===== config.mk =====
export PLATFORM = sky130hd
export DESIGN_NAME = txpo_top
export DESIGN_NICKNAME = d
export VERILOG_FILES = /design/src/txpo_pkg.sv /design/src/txpo_top.sv
export SDC_FILE = /design/constraint.sdc
export NUM_CORES = 1
export LEC_CHECK = 0
export ABC_AREA = 1
export BUFFER_PORTS_ARGS = -buffer_cell sky130_fd_sc_hd__clkbuf_2
export CAP_MARGIN = 10
export CORE_ASPECT_RATIO = 1.75
export CORE_MARGIN = 2
export CORE_UTILIZATION = 40
export DETAILED_ROUTE_END_ITERATION = 16
export PLACE_DENSITY = 0.61
export SLEW_MARGIN = 10
export SYNTH_ARGS = -nofsm -noshare
export SYNTH_HDL_FRONTEND = slang
export SYNTH_SLANG_ARGS = --single-unit

===== constraint.sdc =====
create_clock -name pclk -period 6.8 [get_ports pclk]
set_input_delay 1.02 -clock pclk [delete_from_list [all_inputs] [get_ports pclk]]
set_output_delay 1.02 -clock pclk [all_outputs]
set_load 0.05 [all_outputs]

===== src/txpo_pkg.sv =====
// Constants and types for the transmit path-overhead generator.
`default_nettype none
package txpo_pkg;
    // Register indices; the byte address is four times the index.
    localparam logic [13:0] IX_CTRL = 14'h19b7;
    localparam logic [13:0] IX_ARB_HI = 14'h19bf;
    localparam logic [13:0] IX_ARB_LO = 14'h19c3;
    localparam logic [13:0] IX_CFG = 14'h19d0;
    localparam logic [13:0] IX_MASK = 14'h19d1;
    localparam logic [13:0] IX_C2 = 14'h19d2;
    localparam logic [13:0] IX_F2 = 14'h19d3;
    localparam logic [13:0] IX_Z3 = 14'h19d4;
    localparam logic [13:0] IX_Z4 = 14'h19d5;
    localparam logic [13:0] IX_Z5 = 14'h19d6;
    localparam logic [13:0] IX_TADDR = 14'h19d7;
    localparam logic [13:0] IX_TDATA = 14'h19d8;
    localparam logic [13:0] IX_PTR_LO = 14'h19d9;
    localparam logic [13:0] IX_STAT = 14'h19da;
    localparam logic [13:0] IX_B3 = 14'h19db;
    localparam logic [7:0] REG_RST = 8'h00;
    // Path control bits.
    localparam int CB_SNDF = 0;
    localparam int CB_CNDF = 1;
    localparam int CB_PSTF = 2;
    localparam int CB_NSTF = 3;
    localparam int CB_CHK = 4;
    localparam int CB_FRC = 5;
    // Configuration bits; trace length occupies two bits from FB_TLEN.
    localparam int FB_AIS = 0;
    localparam int FB_RDI = 1;
    localparam int FB_REI = 2;
    localparam int FB_PPP = 3;
    localparam int FB_TLEN = 4;
    // Frame geometry.
    localparam logic [3:0] ROWS = 4'h9;
    localparam logic [8:0] TOH_COLS = 9'h009;
    localparam logic [8:0] SPE_COLS = 9'h105;
    localparam logic [8:0] COLS = TOH_COLS + SPE_COLS;
    localparam logic [3:0] H_ROW = 4'h3;
    localparam logic [8:0] H1_COL = 9'h000;
    localparam logic [8:0] H2_COL = 9'h003;
    localparam logic [8:0] H3_COL = 9'h006;
    localparam logic [8:0] PSTF_COL = 9'h00a;
    localparam logic [3:0] ROW_J1 = 4'h0;
    localparam logic [3:0] ROW_B3 = 4'h1;
    localparam logic [3:0] ROW_C2 = 4'h2;
    localparam logic [3:0] ROW_G1 = 4'h3;
    localparam logic [3:0] ROW_F2 = 4'h4;
    localparam logic [3:0] ROW_H4 = 4'h5;
    localparam logic [3:0] ROW_Z3 = 4'h6;
    localparam logic [3:0] ROW_Z4 = 4'h7;
    localparam logic [3:0] ROW_Z5 = 4'h8;
    // Pointer word.
    localparam logic [3:0] NDF_ON = 4'h9;
    localparam logic [3:0] NDF_OFF = 4'h6;
    localparam logic [1:0] SS_BITS = 2'h0;
    localparam logic [9:0] I_MASK = 10'h2aa;
    localparam logic [9:0] D_MASK = 10'h155;
    localparam logic [9:0] PTR_MAX = 10'h30e;
    localparam logic [9:0] PTR_RST = 10'h20a;
    // Fill bytes and counts.
    localparam logic [7:0] AIS_BYTE = 8'hff;
    localparam logic [7:0] TOH_FILL = 8'h00;
    localparam logic [7:0] STUFF_BYTE = 8'h00;
    localparam logic [7:0] H4_BYTE = 8'h00;
    localparam logic [7:0] IDLE_ATM = 8'h00;
    localparam logic [7:0] IDLE_PPP = 8'h7e;
    localparam logic [3:0] REI_MAX = 4'h8;
    localparam logic [3:0] REI_ONE = 4'h1;
    localparam int TRACE_DEPTH = 64;
    localparam logic [5:0] TRACE_LAST_1 = 6'h00;
    localparam logic [5:0] TRACE_LAST_16 = 6'h0f;
    localparam logic [5:0] TRACE_LAST_64 = 6'h3f;

    typedef enum logic [1:0] {
        EV_NORM = 2'h0,
        EV_NDF = 2'h1,
        EV_INC = 2'h3,
        EV_DEC = 2'h2
    } txpo_ev_t;

    typedef enum logic [2:0] {
        SL_TOH, SL_H1, SL_H2, SL_H3, SL_POH, SL_PAY, SL_STUFF
    } txpo_slot_t;

    typedef struct packed {
        logic valid;
        logic sof;
        logic [3:0] row;
        logic [8:0] col;
        logic [7:0] data;
    } txpo_byte_t;

    typedef struct packed {
        logic ais;
        logic lop;
        logic uneq;
        logic tim;
        logic plm;
        logic lcd;
    } txpo_defect_t;

    typedef struct packed {
        logic valid;
        logic [3:0] count;
    } txpo_rei_t;

    typedef struct packed {
        logic valid;
        logic [7:0] data;
    } txpo_pay_t;
endpackage : txpo_pkg
`default_nettype wire


===== src/txpo_top.sv =====
// Transmit path-overhead and pointer generator with its APB registers.
//
// Functional notes
// Single flag trigger makes next frame carry flag nibble 1001.
// That frame carries the ten pointer bits from the arbitrary registers.
// Later frames return nibble to 0110 and keep the new pointer.
// The single flag trigger bit clears itself after a written one.
// Software loads the arbitrary pointer registers before triggering.
// Arbitrary high register: flag nibble, size bits, pointer top bits.
// Cells from the upstream cell processor fill payload bytes.
// Alternatively packets from the packet processor fill payload bytes.
// Even interleaved parity of each envelope goes into next B3.
// Envelope is 9 rows by 261 columns; first column is overhead.
// Path overhead bytes come from configuration registers.
// The multiframe byte carries no meaning here.
// Remote defect sent while receive path declares a path defect.
// Remote defect sent while cell delineation is lost.
// Remote defect sent on software command.
// Remote error count follows receive-side parity errors.
// Remote error sent on software command.
// Path alarm sent only on software command.
// Trace message of 1, 16 or 64 bytes repeats in J1.
// B3 can be sent wrong on purpose for testing.
// Software forces stuffs and single or continuous flag events.
// Finished byte stream goes to the transport-overhead stage.
// B3 is XORed with the error mask; zero mask leaves it intact.
// Positive stuff: stuff byte after H3, invert I bits, pointer plus one.
// Negative stuff: payload in H3, invert D bits, pointer minus one.
// Each written trigger one gives exactly one event at frame boundary; the force bit gives one only when it was zero before the write.
`default_nettype none
module txpo_top
    import txpo_pkg::*;
(
    // Clock, reset and freeze.
    input wire logic pclk,
    input wire logic presetn,
    input wire logic ce,
    // APB slave.
    input wire logic [15:0] paddr,
    input wire logic psel,
    input wire logic penable,
    input wire logic pwrite,
    input wire logic [31:0] pwdata,
    input wire logic [3:0] pstrb,
    output logic [31:0] prdata,
    output logic pready,
    output logic pslverr,
    // Upstream cell and packet bytes.
    input wire txpo_pay_t cell_in,
    output logic cell_ready,
    input wire txpo_pay_t pkt_in,
    output logic pkt_ready,
    // Receive-side defects and far-end error counts.
    input wire txpo_defect_t rx_def,
    input wire txpo_rei_t rx_rei,
    // Byte stream toward the transport-overhead stage.
    output txpo_byte_t tx_out
);
    logic [7:0] arb_hi_q, arb_lo_q, cfg_q, mask_q;
    logic [7:0] c2_q, f2_q, z3_q, z4_q, z5_q;
    logic cndf_q, chk_q, frc_q;
    logic pend_sndf_q, pend_pstf_q, pend_nstf_q, pend_frc_q;
    logic [5:0] taddr_q;
    logic [7:0] trace_mem [TRACE_DEPTH];
    logic pready_q, pslverr_q;
    logic [31:0] prdata_q;
    logic [3:0] row_q, row_d;
    logic [8:0] col_q, col_d;
    txpo_ev_t ev_q, ev_d;
    logic [7:0] ndf_h1_q, ndf_lo_q;
    logic [9:0] ptr_q, ptr_d;
    logic [7:0] b3_q, b3_acc_q;
    logic [3:0] rei_q;
    logic [5:0] tidx_q;
    logic cell_ready_q, pkt_ready_q;
    logic ndf_plain_q;
    txpo_byte_t out_q;
    logic [7:0] rd_val, poh_val, byte_d;
    logic rd_hit;

    // Slot kind of a frame position; the event decides H3 and stuff use.
    function automatic txpo_slot_t slot_of(input logic [3:0] r,
                                           input logic [8:0] c,
                                           input txpo_ev_t ev);
        if (c < TOH_COLS) begin
            if (r == H_ROW && c == H1_COL) begin
                return SL_H1;
            end else if (r == H_ROW && c == H2_COL) begin
                return SL_H2;
            end else if (r == H_ROW && c == H3_COL) begin
                return (ev == EV_DEC) ? SL_PAY : SL_H3;
            end
            return SL_TOH;
        end else if (c == TOH_COLS) begin
            return SL_POH;
        end else if (r == H_ROW && c == PSTF_COL && ev == EV_INC) begin
            return SL_STUFF;
        end
        return SL_PAY;
    endfunction : slot_of

    // APB decode.
    wire logic [13:0] ix = paddr[15:2];
    wire logic setup = psel && !penable;
    wire logic wr = psel && penable && pready_q && pwrite && pstrb[0];
    wire logic [7:0] wd = pwdata[7:0];

    function automatic logic wr_to(input logic [13:0] idx);
        return wr && ix == idx;
    endfunction : wr_to

    // Written out here: a continuous assignment does not see the signals
    // that a function reads from the module, only its arguments.
    wire logic wr_ctrl = wr && ix == IX_CTRL;
    wire logic set_sndf = wr_ctrl && wd[CB_SNDF];
    wire logic set_cndf = wr_ctrl && wd[CB_CNDF];
    wire logic set_pstf = wr_ctrl && wd[CB_PSTF];
    wire logic set_nstf = wr_ctrl && wd[CB_NSTF];
    wire logic set_frc = wr_ctrl && wd[CB_FRC] && !frc_q;

    // Framing position.
    wire logic col_last = col_q == COLS - 9'h001;
    wire logic row_last = row_q == ROWS - 4'h1;
    wire logic fr_end = ce && col_last && row_last;
    assign col_d = col_last ? 9'h000 : col_q + 9'h001;
    assign row_d = !col_last ? row_q : row_last ? 4'h0 : row_q + 4'h1;

    // Frame event choice: force, then flag events, then stuffs.
    wire logic take_frc = fr_end && pend_frc_q;
    wire logic ndf_go = fr_end && !pend_frc_q && (pend_sndf_q || cndf_q);
    wire logic take_sndf = ndf_go && pend_sndf_q;
    wire logic adj_ok = fr_end && !pend_frc_q && !pend_sndf_q && !cndf_q;
    wire logic take_pstf = adj_ok && pend_pstf_q;
    wire logic take_nstf = adj_ok && !pend_pstf_q && pend_nstf_q;
    assign ev_d = !fr_end ? ev_q :
                  (take_frc || ndf_go) ? EV_NDF :
                  take_pstf ? EV_INC :
                  take_nstf ? EV_DEC : EV_NORM;

    wire txpo_slot_t slot = slot_of(row_q, col_q, ev_q);
    wire txpo_slot_t slot_nx = slot_of(row_d, col_d, ev_d);

    // Configuration view.
    wire logic ais = cfg_q[FB_AIS];
    wire logic ppp = cfg_q[FB_PPP];
    wire logic [1:0] tlen = cfg_q[FB_TLEN +: 2];
    wire logic [5:0] tlast = (tlen == 2'h0) ? TRACE_LAST_1 :
                             (tlen == 2'h1) ? TRACE_LAST_16 : TRACE_LAST_64;
    wire logic rdi_tx = (|rx_def) || cfg_q[FB_RDI];
    wire logic [3:0] rei_tx = (cfg_q[FB_REI] && rei_q == 4'h0) ? REI_ONE :
                              rei_q;
    wire logic [7:0] g1_val = {rei_tx, rdi_tx, 3'h0};

    // Pointer bytes; the adjustment frame inverts I or D bits.
    wire logic [9:0] ptr_word = ptr_q ^ ((ev_q == EV_INC) ? I_MASK :
                                (ev_q == EV_DEC) ? D_MASK : 10'h000);
    wire logic ndf_frame = ev_q == EV_NDF;
    wire logic [7:0] h1_val = ndf_frame ? ndf_h1_q :
                              {NDF_OFF, SS_BITS, ptr_word[9:8]};
    wire logic [7:0] h2_val = ndf_frame ? ndf_lo_q : ptr_word[7:0];

    // Payload source.
    wire txpo_pay_t src = ppp ? pkt_in : cell_in;
    wire logic src_rdy = ppp ? pkt_ready_q : cell_ready_q;
    wire logic take_in = ce && src_rdy && src.valid;
    wire logic [7:0] idle = ppp ? IDLE_PPP : IDLE_ATM;
    wire logic [7:0] pay_byte = take_in ? src.data : idle;
    wire logic pay_nx = slot_nx == SL_PAY && !ais;

    wire logic [7:0] ctrl_rd = {2'h0, frc_q, chk_q, pend_nstf_q, pend_pstf_q,
                                cndf_q, pend_sndf_q};
    wire logic [7:0] stat_rd = {ev_q, rdi_tx, 3'h0, ptr_q[9:8]};

    always_comb begin
        rd_hit = 1'b1;
        case (ix)
            IX_CTRL: rd_val = ctrl_rd;
            IX_ARB_HI: rd_val = arb_hi_q;
            IX_ARB_LO: rd_val = arb_lo_q;
            IX_CFG: rd_val = cfg_q;
            IX_MASK: rd_val = mask_q;
            IX_C2: rd_val = c2_q;
            IX_F2: rd_val = f2_q;
            IX_Z3: rd_val = z3_q;
            IX_Z4: rd_val = z4_q;
            IX_Z5: rd_val = z5_q;
            IX_TADDR: rd_val = {2'h0, taddr_q};
            IX_TDATA: rd_val = trace_mem[taddr_q];
            IX_PTR_LO: rd_val = ptr_q[7:0];
            IX_STAT: rd_val = stat_rd;
            IX_B3: rd_val = b3_q;
            default: begin
                rd_val = 8'h00;
                rd_hit = 1'b0;
            end
        endcase
    end

    // Path overhead column.
    always_comb begin
        case (row_q)
            ROW_J1: poh_val = trace_mem[tidx_q];
            ROW_B3: poh_val = b3_q ^ mask_q;
            ROW_C2: poh_val = c2_q;
            ROW_G1: poh_val = g1_val;
            ROW_F2: poh_val = f2_q;
            ROW_H4: poh_val = H4_BYTE;
            ROW_Z3: poh_val = z3_q;
            ROW_Z4: poh_val = z4_q;
            ROW_Z5: poh_val = z5_q;
            default: poh_val = TOH_FILL;
        endcase
    end

    // Outgoing byte; path alarm overrides all but plain overhead.
    always_comb begin
        unique case (slot)
            SL_TOH: byte_d = TOH_FILL;
            SL_H1: byte_d = h1_val;
            SL_H2: byte_d = h2_val;
            SL_H3: byte_d = TOH_FILL;
            SL_POH: byte_d = poh_val;
            SL_STUFF: byte_d = STUFF_BYTE;
            SL_PAY: byte_d = pay_byte;
            default: byte_d = TOH_FILL;
        endcase
        if (ais && slot != SL_TOH) begin
            byte_d = AIS_BYTE;
        end
    end

    wire logic in_spe = slot == SL_POH || slot == SL_PAY || slot == SL_STUFF;
    wire logic [7:0] b3_sum = b3_acc_q ^ (in_spe ? byte_d : 8'h00);

    always_ff @(posedge pclk or negedge presetn) begin
        if (!presetn) begin
            pready_q <= 1'b0;
            pslverr_q <= 1'b0;
            prdata_q <= 32'h0;
        end else begin
            pready_q <= setup;
            if (setup) begin
                prdata_q <= {24'h0, rd_val};
                pslverr_q <= !rd_hit;
            end
        end
    end

    always_ff @(posedge pclk or negedge presetn) begin
        if (!presetn) begin
            arb_hi_q <= REG_RST;
            arb_lo_q <= REG_RST;
            cfg_q <= REG_RST;
            mask_q <= REG_RST;
            c2_q <= REG_RST;
            f2_q <= REG_RST;
            z3_q <= REG_RST;
            z4_q <= REG_RST;
            z5_q <= REG_RST;
            cndf_q <= 1'b0;
            chk_q <= 1'b0;
            frc_q <= 1'b0;
            taddr_q <= 6'h00;
        end else begin
            if (wr_ctrl) begin
                cndf_q <= set_cndf;
                chk_q <= wd[CB_CHK];
                frc_q <= wd[CB_FRC];
            end
            if (wr_to(IX_ARB_HI)) arb_hi_q <= wd;
            if (wr_to(IX_ARB_LO)) arb_lo_q <= wd;
            if (wr_to(IX_CFG)) cfg_q <= wd;
            if (wr_to(IX_MASK)) mask_q <= wd;
            if (wr_to(IX_C2)) c2_q <= wd;
            if (wr_to(IX_F2)) f2_q <= wd;
            if (wr_to(IX_Z3)) z3_q <= wd;
            if (wr_to(IX_Z4)) z4_q <= wd;
            if (wr_to(IX_Z5)) z5_q <= wd;
            if (wr_to(IX_TADDR)) begin
                taddr_q <= wd[5:0];
            end else if (wr_to(IX_TDATA)) begin
                taddr_q <= taddr_q + 6'h01;
            end
        end
    end

    // Cleared at reset so an unwritten trace byte never spoils B3.
    always_ff @(posedge pclk or negedge presetn) begin
        if (!presetn) begin
            for (int i = 0; i < TRACE_DEPTH; i++) trace_mem[i] <= 8'h00;
        end else if (wr_to(IX_TDATA)) begin
            trace_mem[taddr_q] <= wd;
        end
    end

    // Triggers clear themselves when taken; a new write wins.
    always_ff @(posedge pclk or negedge presetn) begin
        if (!presetn) begin
            pend_sndf_q <= 1'b0;
            pend_pstf_q <= 1'b0;
            pend_nstf_q <= 1'b0;
            pend_frc_q <= 1'b0;
        end else begin
            pend_sndf_q <= (pend_sndf_q && !take_sndf) || set_sndf;
            pend_pstf_q <= (pend_pstf_q && !take_pstf) || set_pstf;
            pend_nstf_q <= (pend_nstf_q && !take_nstf) || set_nstf;
            pend_frc_q <= (pend_frc_q && !take_frc) || set_frc;
        end
    end

    always_comb begin
        unique case (ev_q)
            EV_NORM: ptr_d = ptr_q;
            EV_NDF: ptr_d = {ndf_h1_q[1:0], ndf_lo_q};
            EV_INC: ptr_d = (ptr_q == PTR_MAX) ? 10'h000 : ptr_q + 10'h001;
            EV_DEC: ptr_d = (ptr_q == 10'h000) ? PTR_MAX : ptr_q - 10'h001;
        endcase
    end

    always_ff @(posedge pclk or negedge presetn) begin
        if (!presetn) begin
            row_q <= 4'h0;
            col_q <= 9'h000;
            ev_q <= EV_NORM;
            ndf_h1_q <= 8'h00;
            ndf_lo_q <= 8'h00;
            ndf_plain_q <= 1'b0;
            ptr_q <= PTR_RST;
            tidx_q <= 6'h00;
        end else if (ce) begin
            row_q <= row_d;
            col_q <= col_d;
            ev_q <= ev_d;
            if (take_frc) begin
                ndf_h1_q <= arb_hi_q;
            end else if (ndf_go) begin
                ndf_h1_q <= {NDF_ON, SS_BITS, arb_hi_q[1:0]};
            end
            if (take_frc || ndf_go) ndf_lo_q <= arb_lo_q;
            if (fr_end) begin
                ndf_plain_q <= ndf_go;
                ptr_q <= ptr_d;
                tidx_q <= (tidx_q >= tlast) ? 6'h00 : tidx_q + 6'h01;
            end
        end
    end

    always_ff @(posedge pclk or negedge presetn) begin
        if (!presetn) begin
            b3_acc_q <= 8'h00;
            b3_q <= 8'h00;
            rei_q <= 4'h0;
            cell_ready_q <= 1'b0;
            pkt_ready_q <= 1'b0;
            out_q <= '0;
        end else if (ce) begin
            b3_acc_q <= fr_end ? 8'h00 : b3_sum;
            if (fr_end) b3_q <= b3_sum;
            if (rx_rei.valid) begin
                rei_q <= (rx_rei.count > REI_MAX) ? REI_MAX :
                         rx_rei.count;
            end else if (slot == SL_POH && row_q == ROW_G1) begin
                rei_q <= 4'h0;
            end
            cell_ready_q <= pay_nx && !ppp;
            pkt_ready_q <= pay_nx && ppp;
            out_q.valid <= 1'b1;
            out_q.sof <= row_q == 4'h0 && col_q == 9'h000;
            out_q.row <= row_q;
            out_q.col <= col_q;
            out_q.data <= byte_d;
        end
    end

    assign prdata = prdata_q;
    assign pready = pready_q;
    assign pslverr = pslverr_q;
    assign cell_ready = cell_ready_q;
    assign pkt_ready = pkt_ready_q;
    assign tx_out = out_q;
endmodule : txpo_top
`default_nettype wire


==> results.sh <==
export IMPL_syn_inst=5306
export IMPL_crit_chain="inv_2 > nand3_1 > clkinv_2 > a22oi_1 > o211ai_1 > o21ai_0 > nand2_1 > nor2_1 > nand2_1 > nand2_1 > nand2_1 > nand2_1 > nand2_1"
export IMPL_r2r_end="prdata[7]"
export IMPL_hold_viol_final=0
export IMPL_peakVddDrop_mv=0.198
export IMPL_core_area_um2=96700
export IMPL_clock_path_buffers=3
export IMPL_detail_route_vias_per_cell=5.62
export IMPL_p_per_area_nw_per_um2=222
export IMPL_cts_root_buf="clkbuf_16"
export IMPL_die_h_um=417
export IMPL_reg2reg_from="taddr_q[2]"
export IMPL_fmaxAchievable_mhz=226
export IMPL_hpwl_mm=101
export IMPL_grt_pass1_vias=35296
export IMPL_synth_cell_type_count=61
export IMPL_numPortBuffers=92
export IMPL_yosysWarningCount=0
export IMPL_grt_pass1_wl_mm=226
export IMPL_path_buf_inv=2
export IMPL_worstMarginPinSlew_ns=1.17
export IMPL_worstPathArrival_ns=4.98
export IMPL_max_slew_margin_rel=0.215
export IMPL_min_period_ns=4.42
export IMPL_synth_top_area_cell="dfrtp_1"
export IMPL_synth_seq_cells=699
export IMPL_insertion_delay_ns=0.67
export IMPL_ios=146
export IMPL_r2r_slack_ns=2.38
export IMPL_clkSinkCount=699
export IMPL_vias=36804
export IMPL_rsz0062_at_grt="false"
export IMPL_die_area_um2=100000
export IMPL_yosys_area_top_type_share=0.447
export IMPL_path_common_cell="nand2_1"
export IMPL_cts_hold_repair_buffers=0
export IMPL_cp_slowest_cell="o21ai_0"
export IMPL_avgRoutedWirePerCell_um=23.2
export IMPL_run_status="completed"
export IMPL_route_detailed_drc=0
export IMPL_layout_drive_gt1_share=0.0727
export IMPL_cp_num_cells=13
export IMPL_crit_fanout=31
export IMPL_detail_route_antenna_nets=0
export IMPL_postCtsSetupRepairBufs=0
export IMPL_place_congestion=0.959
export IMPL_drtIter0Drc=3806
export IMPL_routed_wl_mm=152
export IMPL_ys_top_cells_by_area="dfrtp_1 45%, nand2_1 21%, o21ai_0 7.7%"
export IMPL_critPathLaunch="taddr_q[2]"
export IMPL_grt_max_degree=172
export IMPL_clock_skew_ns=0.0220
export IMPL_path_delay_family="compound AO/OA/AOI/OAI gates"
export IMPL_r2r_cells=13
export IMPL_ys_seq_area_frac=0.449
export IMPL_clkTransAtPathRegs_ns=0.07
export IMPL_setup_violations_final=0
export IMPL_rows=151
export IMPL_crit_path_end_kind="flop"
export IMPL_cp_slowest_stage_delay_ns=0.92
export IMPL_htree_num_levels=3
export IMPL_required_ns=7.36
export IMPL_max_cap_violations=0
export IMPL_p_leak_nw=19.1
export IMPL_placed_area_um2=39900
export IMPL_worstSetupPathType="reg -> reg"
export IMPL_fin_area_um2=42300
export IMPL_endpoint="prdata[7]"
export IMPL_cts_tree="done"
export IMPL_start_kind="flop"
export IMPL_avgSynthCellArea_um2=7.35
export IMPL_cts_made_buffers=69
export IMPL_grtUsageTotal=0.303
export IMPL_post_cts_resized=0
export IMPL_antenna_found_initial=3
export IMPL_maxSlewViolCount=0
export IMPL_timing_setup_tns_ns=0
export IMPL_syn_area_um2=39000
export IMPL_firstDrtPassIters=8
export IMPL_final_period_utilization=0.650
export IMPL_die_w_um=240
export IMPL_min_path_type="in -> async"
export IMPL_nets=5303
export IMPL_syn_to_final_growth_pct=8.55
export IMPL_start_util=0.403
export IMPL_grt_ovfl_total=0
[power breakdown]
part / leakage [nW] / internal, mW / switching (mW)
combinational: 8.32 / 0.181 / 0.730
clock: 1.18 / 2.39 / 1.80
sequential: 9.57 / 4.23 / 0.0811
total: 19.1 / 6.80 / 2.61
[kinds of logic after synthesis]
kind of cell | synth area share
compound gates | 0.153
xor+xnor | 0.00292
fa+ha+maj | 0.00610
buf+inv | 0.0772
flops | 0.449
mux | 0.000514
other cells | 0.0000962
simple gates | 0.312
[registers in the layout, summed over array words and instances, names as in the netlist, 8 cells and up]
name and cells:
arb_lo_q 8, cfg_q 8, ndf_h1_q 8, b3_q 8
f2_q 8, mask_q 8, b3_acc_q 8, arb_hi_q 8
tx_out 23, z5_q 8, trace_mem 512, z3_q 8
prdata 8, c2_q 8, ndf_lo_q 8, col_q 9
z4_q 8, ptr_q 10
[routing by layer]
| metal | global-route usage | share of wire |
|---|---|---|
| met5 | 0 | 0.000086 |
| met4 | 0.276 | 0.11 |
| met3 | 0.0440 | 0.059 |
| met2 | 0.516 | 0.49 |
| met1 | 0.323 | 0.35 |
[worst min path at each step]
stage,cells after the start,to,start
final,1,arb_lo_q[7],presetn
after global routing,1,z4_q[2],presetn
after CTS,1,z4_q[2],presetn
after detailed placement,1,tx_out[22],tx_out[22]
after global placement,1,tx_out[22],tx_out[22]
after floorplan,2,ndf_h1_q[5],ndf_h1_q[5]
[stage by stage]
step | total power [mW] | hold WS, ns | setup WS (ns) | utilization | instances
after floorplan | 4.95 | 0.448 | 4.18 | - | 5329
after global placement | 5.29 | 0.452 | 2.56 | 0.413 | 6426
after detailed placement | 5.30 | 0.462 | 2.48 | 0.413 | 6426
after CTS | 9.46 | 0.462 | 2.64 | 0.437 | 6552
after global routing | 9.72 | 0.493 | 2.47 | 0.437 | 6553
final | 9.41 | 0.430 | 2.38 | 0.437 | 6553
[layout make-up]
class                           instances  area (um2)
Clock buffer                          104        2080
Tap cell                             1300        1630
Antenna cell                            1        2.50
Timing Repair Buffer                  155        1060
Inverter                              302        1150
Multi-Input combinational cell       3970       18600
Clock inverter                         22         313
Fill cell                            9988       54400
Sequential cell                       699       17500
[cell usage after synthesis, drive strengths merged]
| master | number |
|---|---|
| clkinv | 12 |
| a41oi | 1 |
| mux2i | 2 |
| nand4 | 48 |
| nand2 | 2147 |
| or2 | 2 |
| and3 | 3 |
| o221ai | 17 |
| buf | 204 |
| dfrtp | 696 |
| xor2 | 8 |
| nor3b | 4 |
| a221oi | 61 |
| o21a | 4 |
| a22oi | 51 |
| o31ai | 4 |
| a22o | 18 |
| a2111oi | 2 |
| xnor2 | 5 |
| o41ai | 1 |
| conb | 1 |
| clkbuf | 154 |
| o2111ai | 12 |
| o32ai | 1 |
| o21ai | 756 |
| dfstp | 3 |
| a32o | 1 |
| o22ai | 28 |
| a311oi | 1 |
| nor2 | 186 |
| ha | 19 |
| a21oi | 52 |
| inv | 290 |
| a221o | 1 |
| o211ai | 8 |
| nand3 | 421 |
| a31oi | 10 |
| a211oi | 12 |
| a32oi | 3 |
| nor3 | 47 |
| nor4 | 8 |
| nand3b | 2 |
[placed cells by master, fill, tap and decap left out, types with 10 or more instances in the layout]
| cell | netlist | layout |
|---|---|---|
| nand3_4 | 36 | 36 |
| ha_1 | 19 | 19 |
| nand2_1 | 2138 | 2138 |
| clkbuf_2 | 1 | 91 |
| buf_4 | 44 | 54 |
| clkinv_2 | 2 | 14 |
| o21ai_0 | 603 | 603 |
| o21ai_1 | 153 | 153 |
| nor3_1 | 40 | 39 |
| a22o_1 | 18 | 18 |
| clkbuf_1 | 153 | 16 |
| nor2_1 | 172 | 172 |
| inv_1 | 272 | 262 |
| nand4_1 | 48 | 48 |
| dfrtp_1 | 696 | 694 |
| o22ai_1 | 28 | 28 |
| clkbuf_8 | 0 | 16 |
| a21oi_1 | 51 | 51 |
| conb_1 | 1 | 24 |
| nand3_1 | 380 | 380 |
| o2111ai_1 | 12 | 12 |
| a22oi_1 | 51 | 51 |
| a211oi_1 | 12 | 12 |
| inv_2 | 18 | 26 |
| clkbuf_16 | 0 | 72 |
| a221oi_1 | 61 | 61 |
| o221ai_1 | 17 | 17 |
| a31oi_1 | 10 | 10 |
No activity file was read; power rests on OpenSTA's default activity.
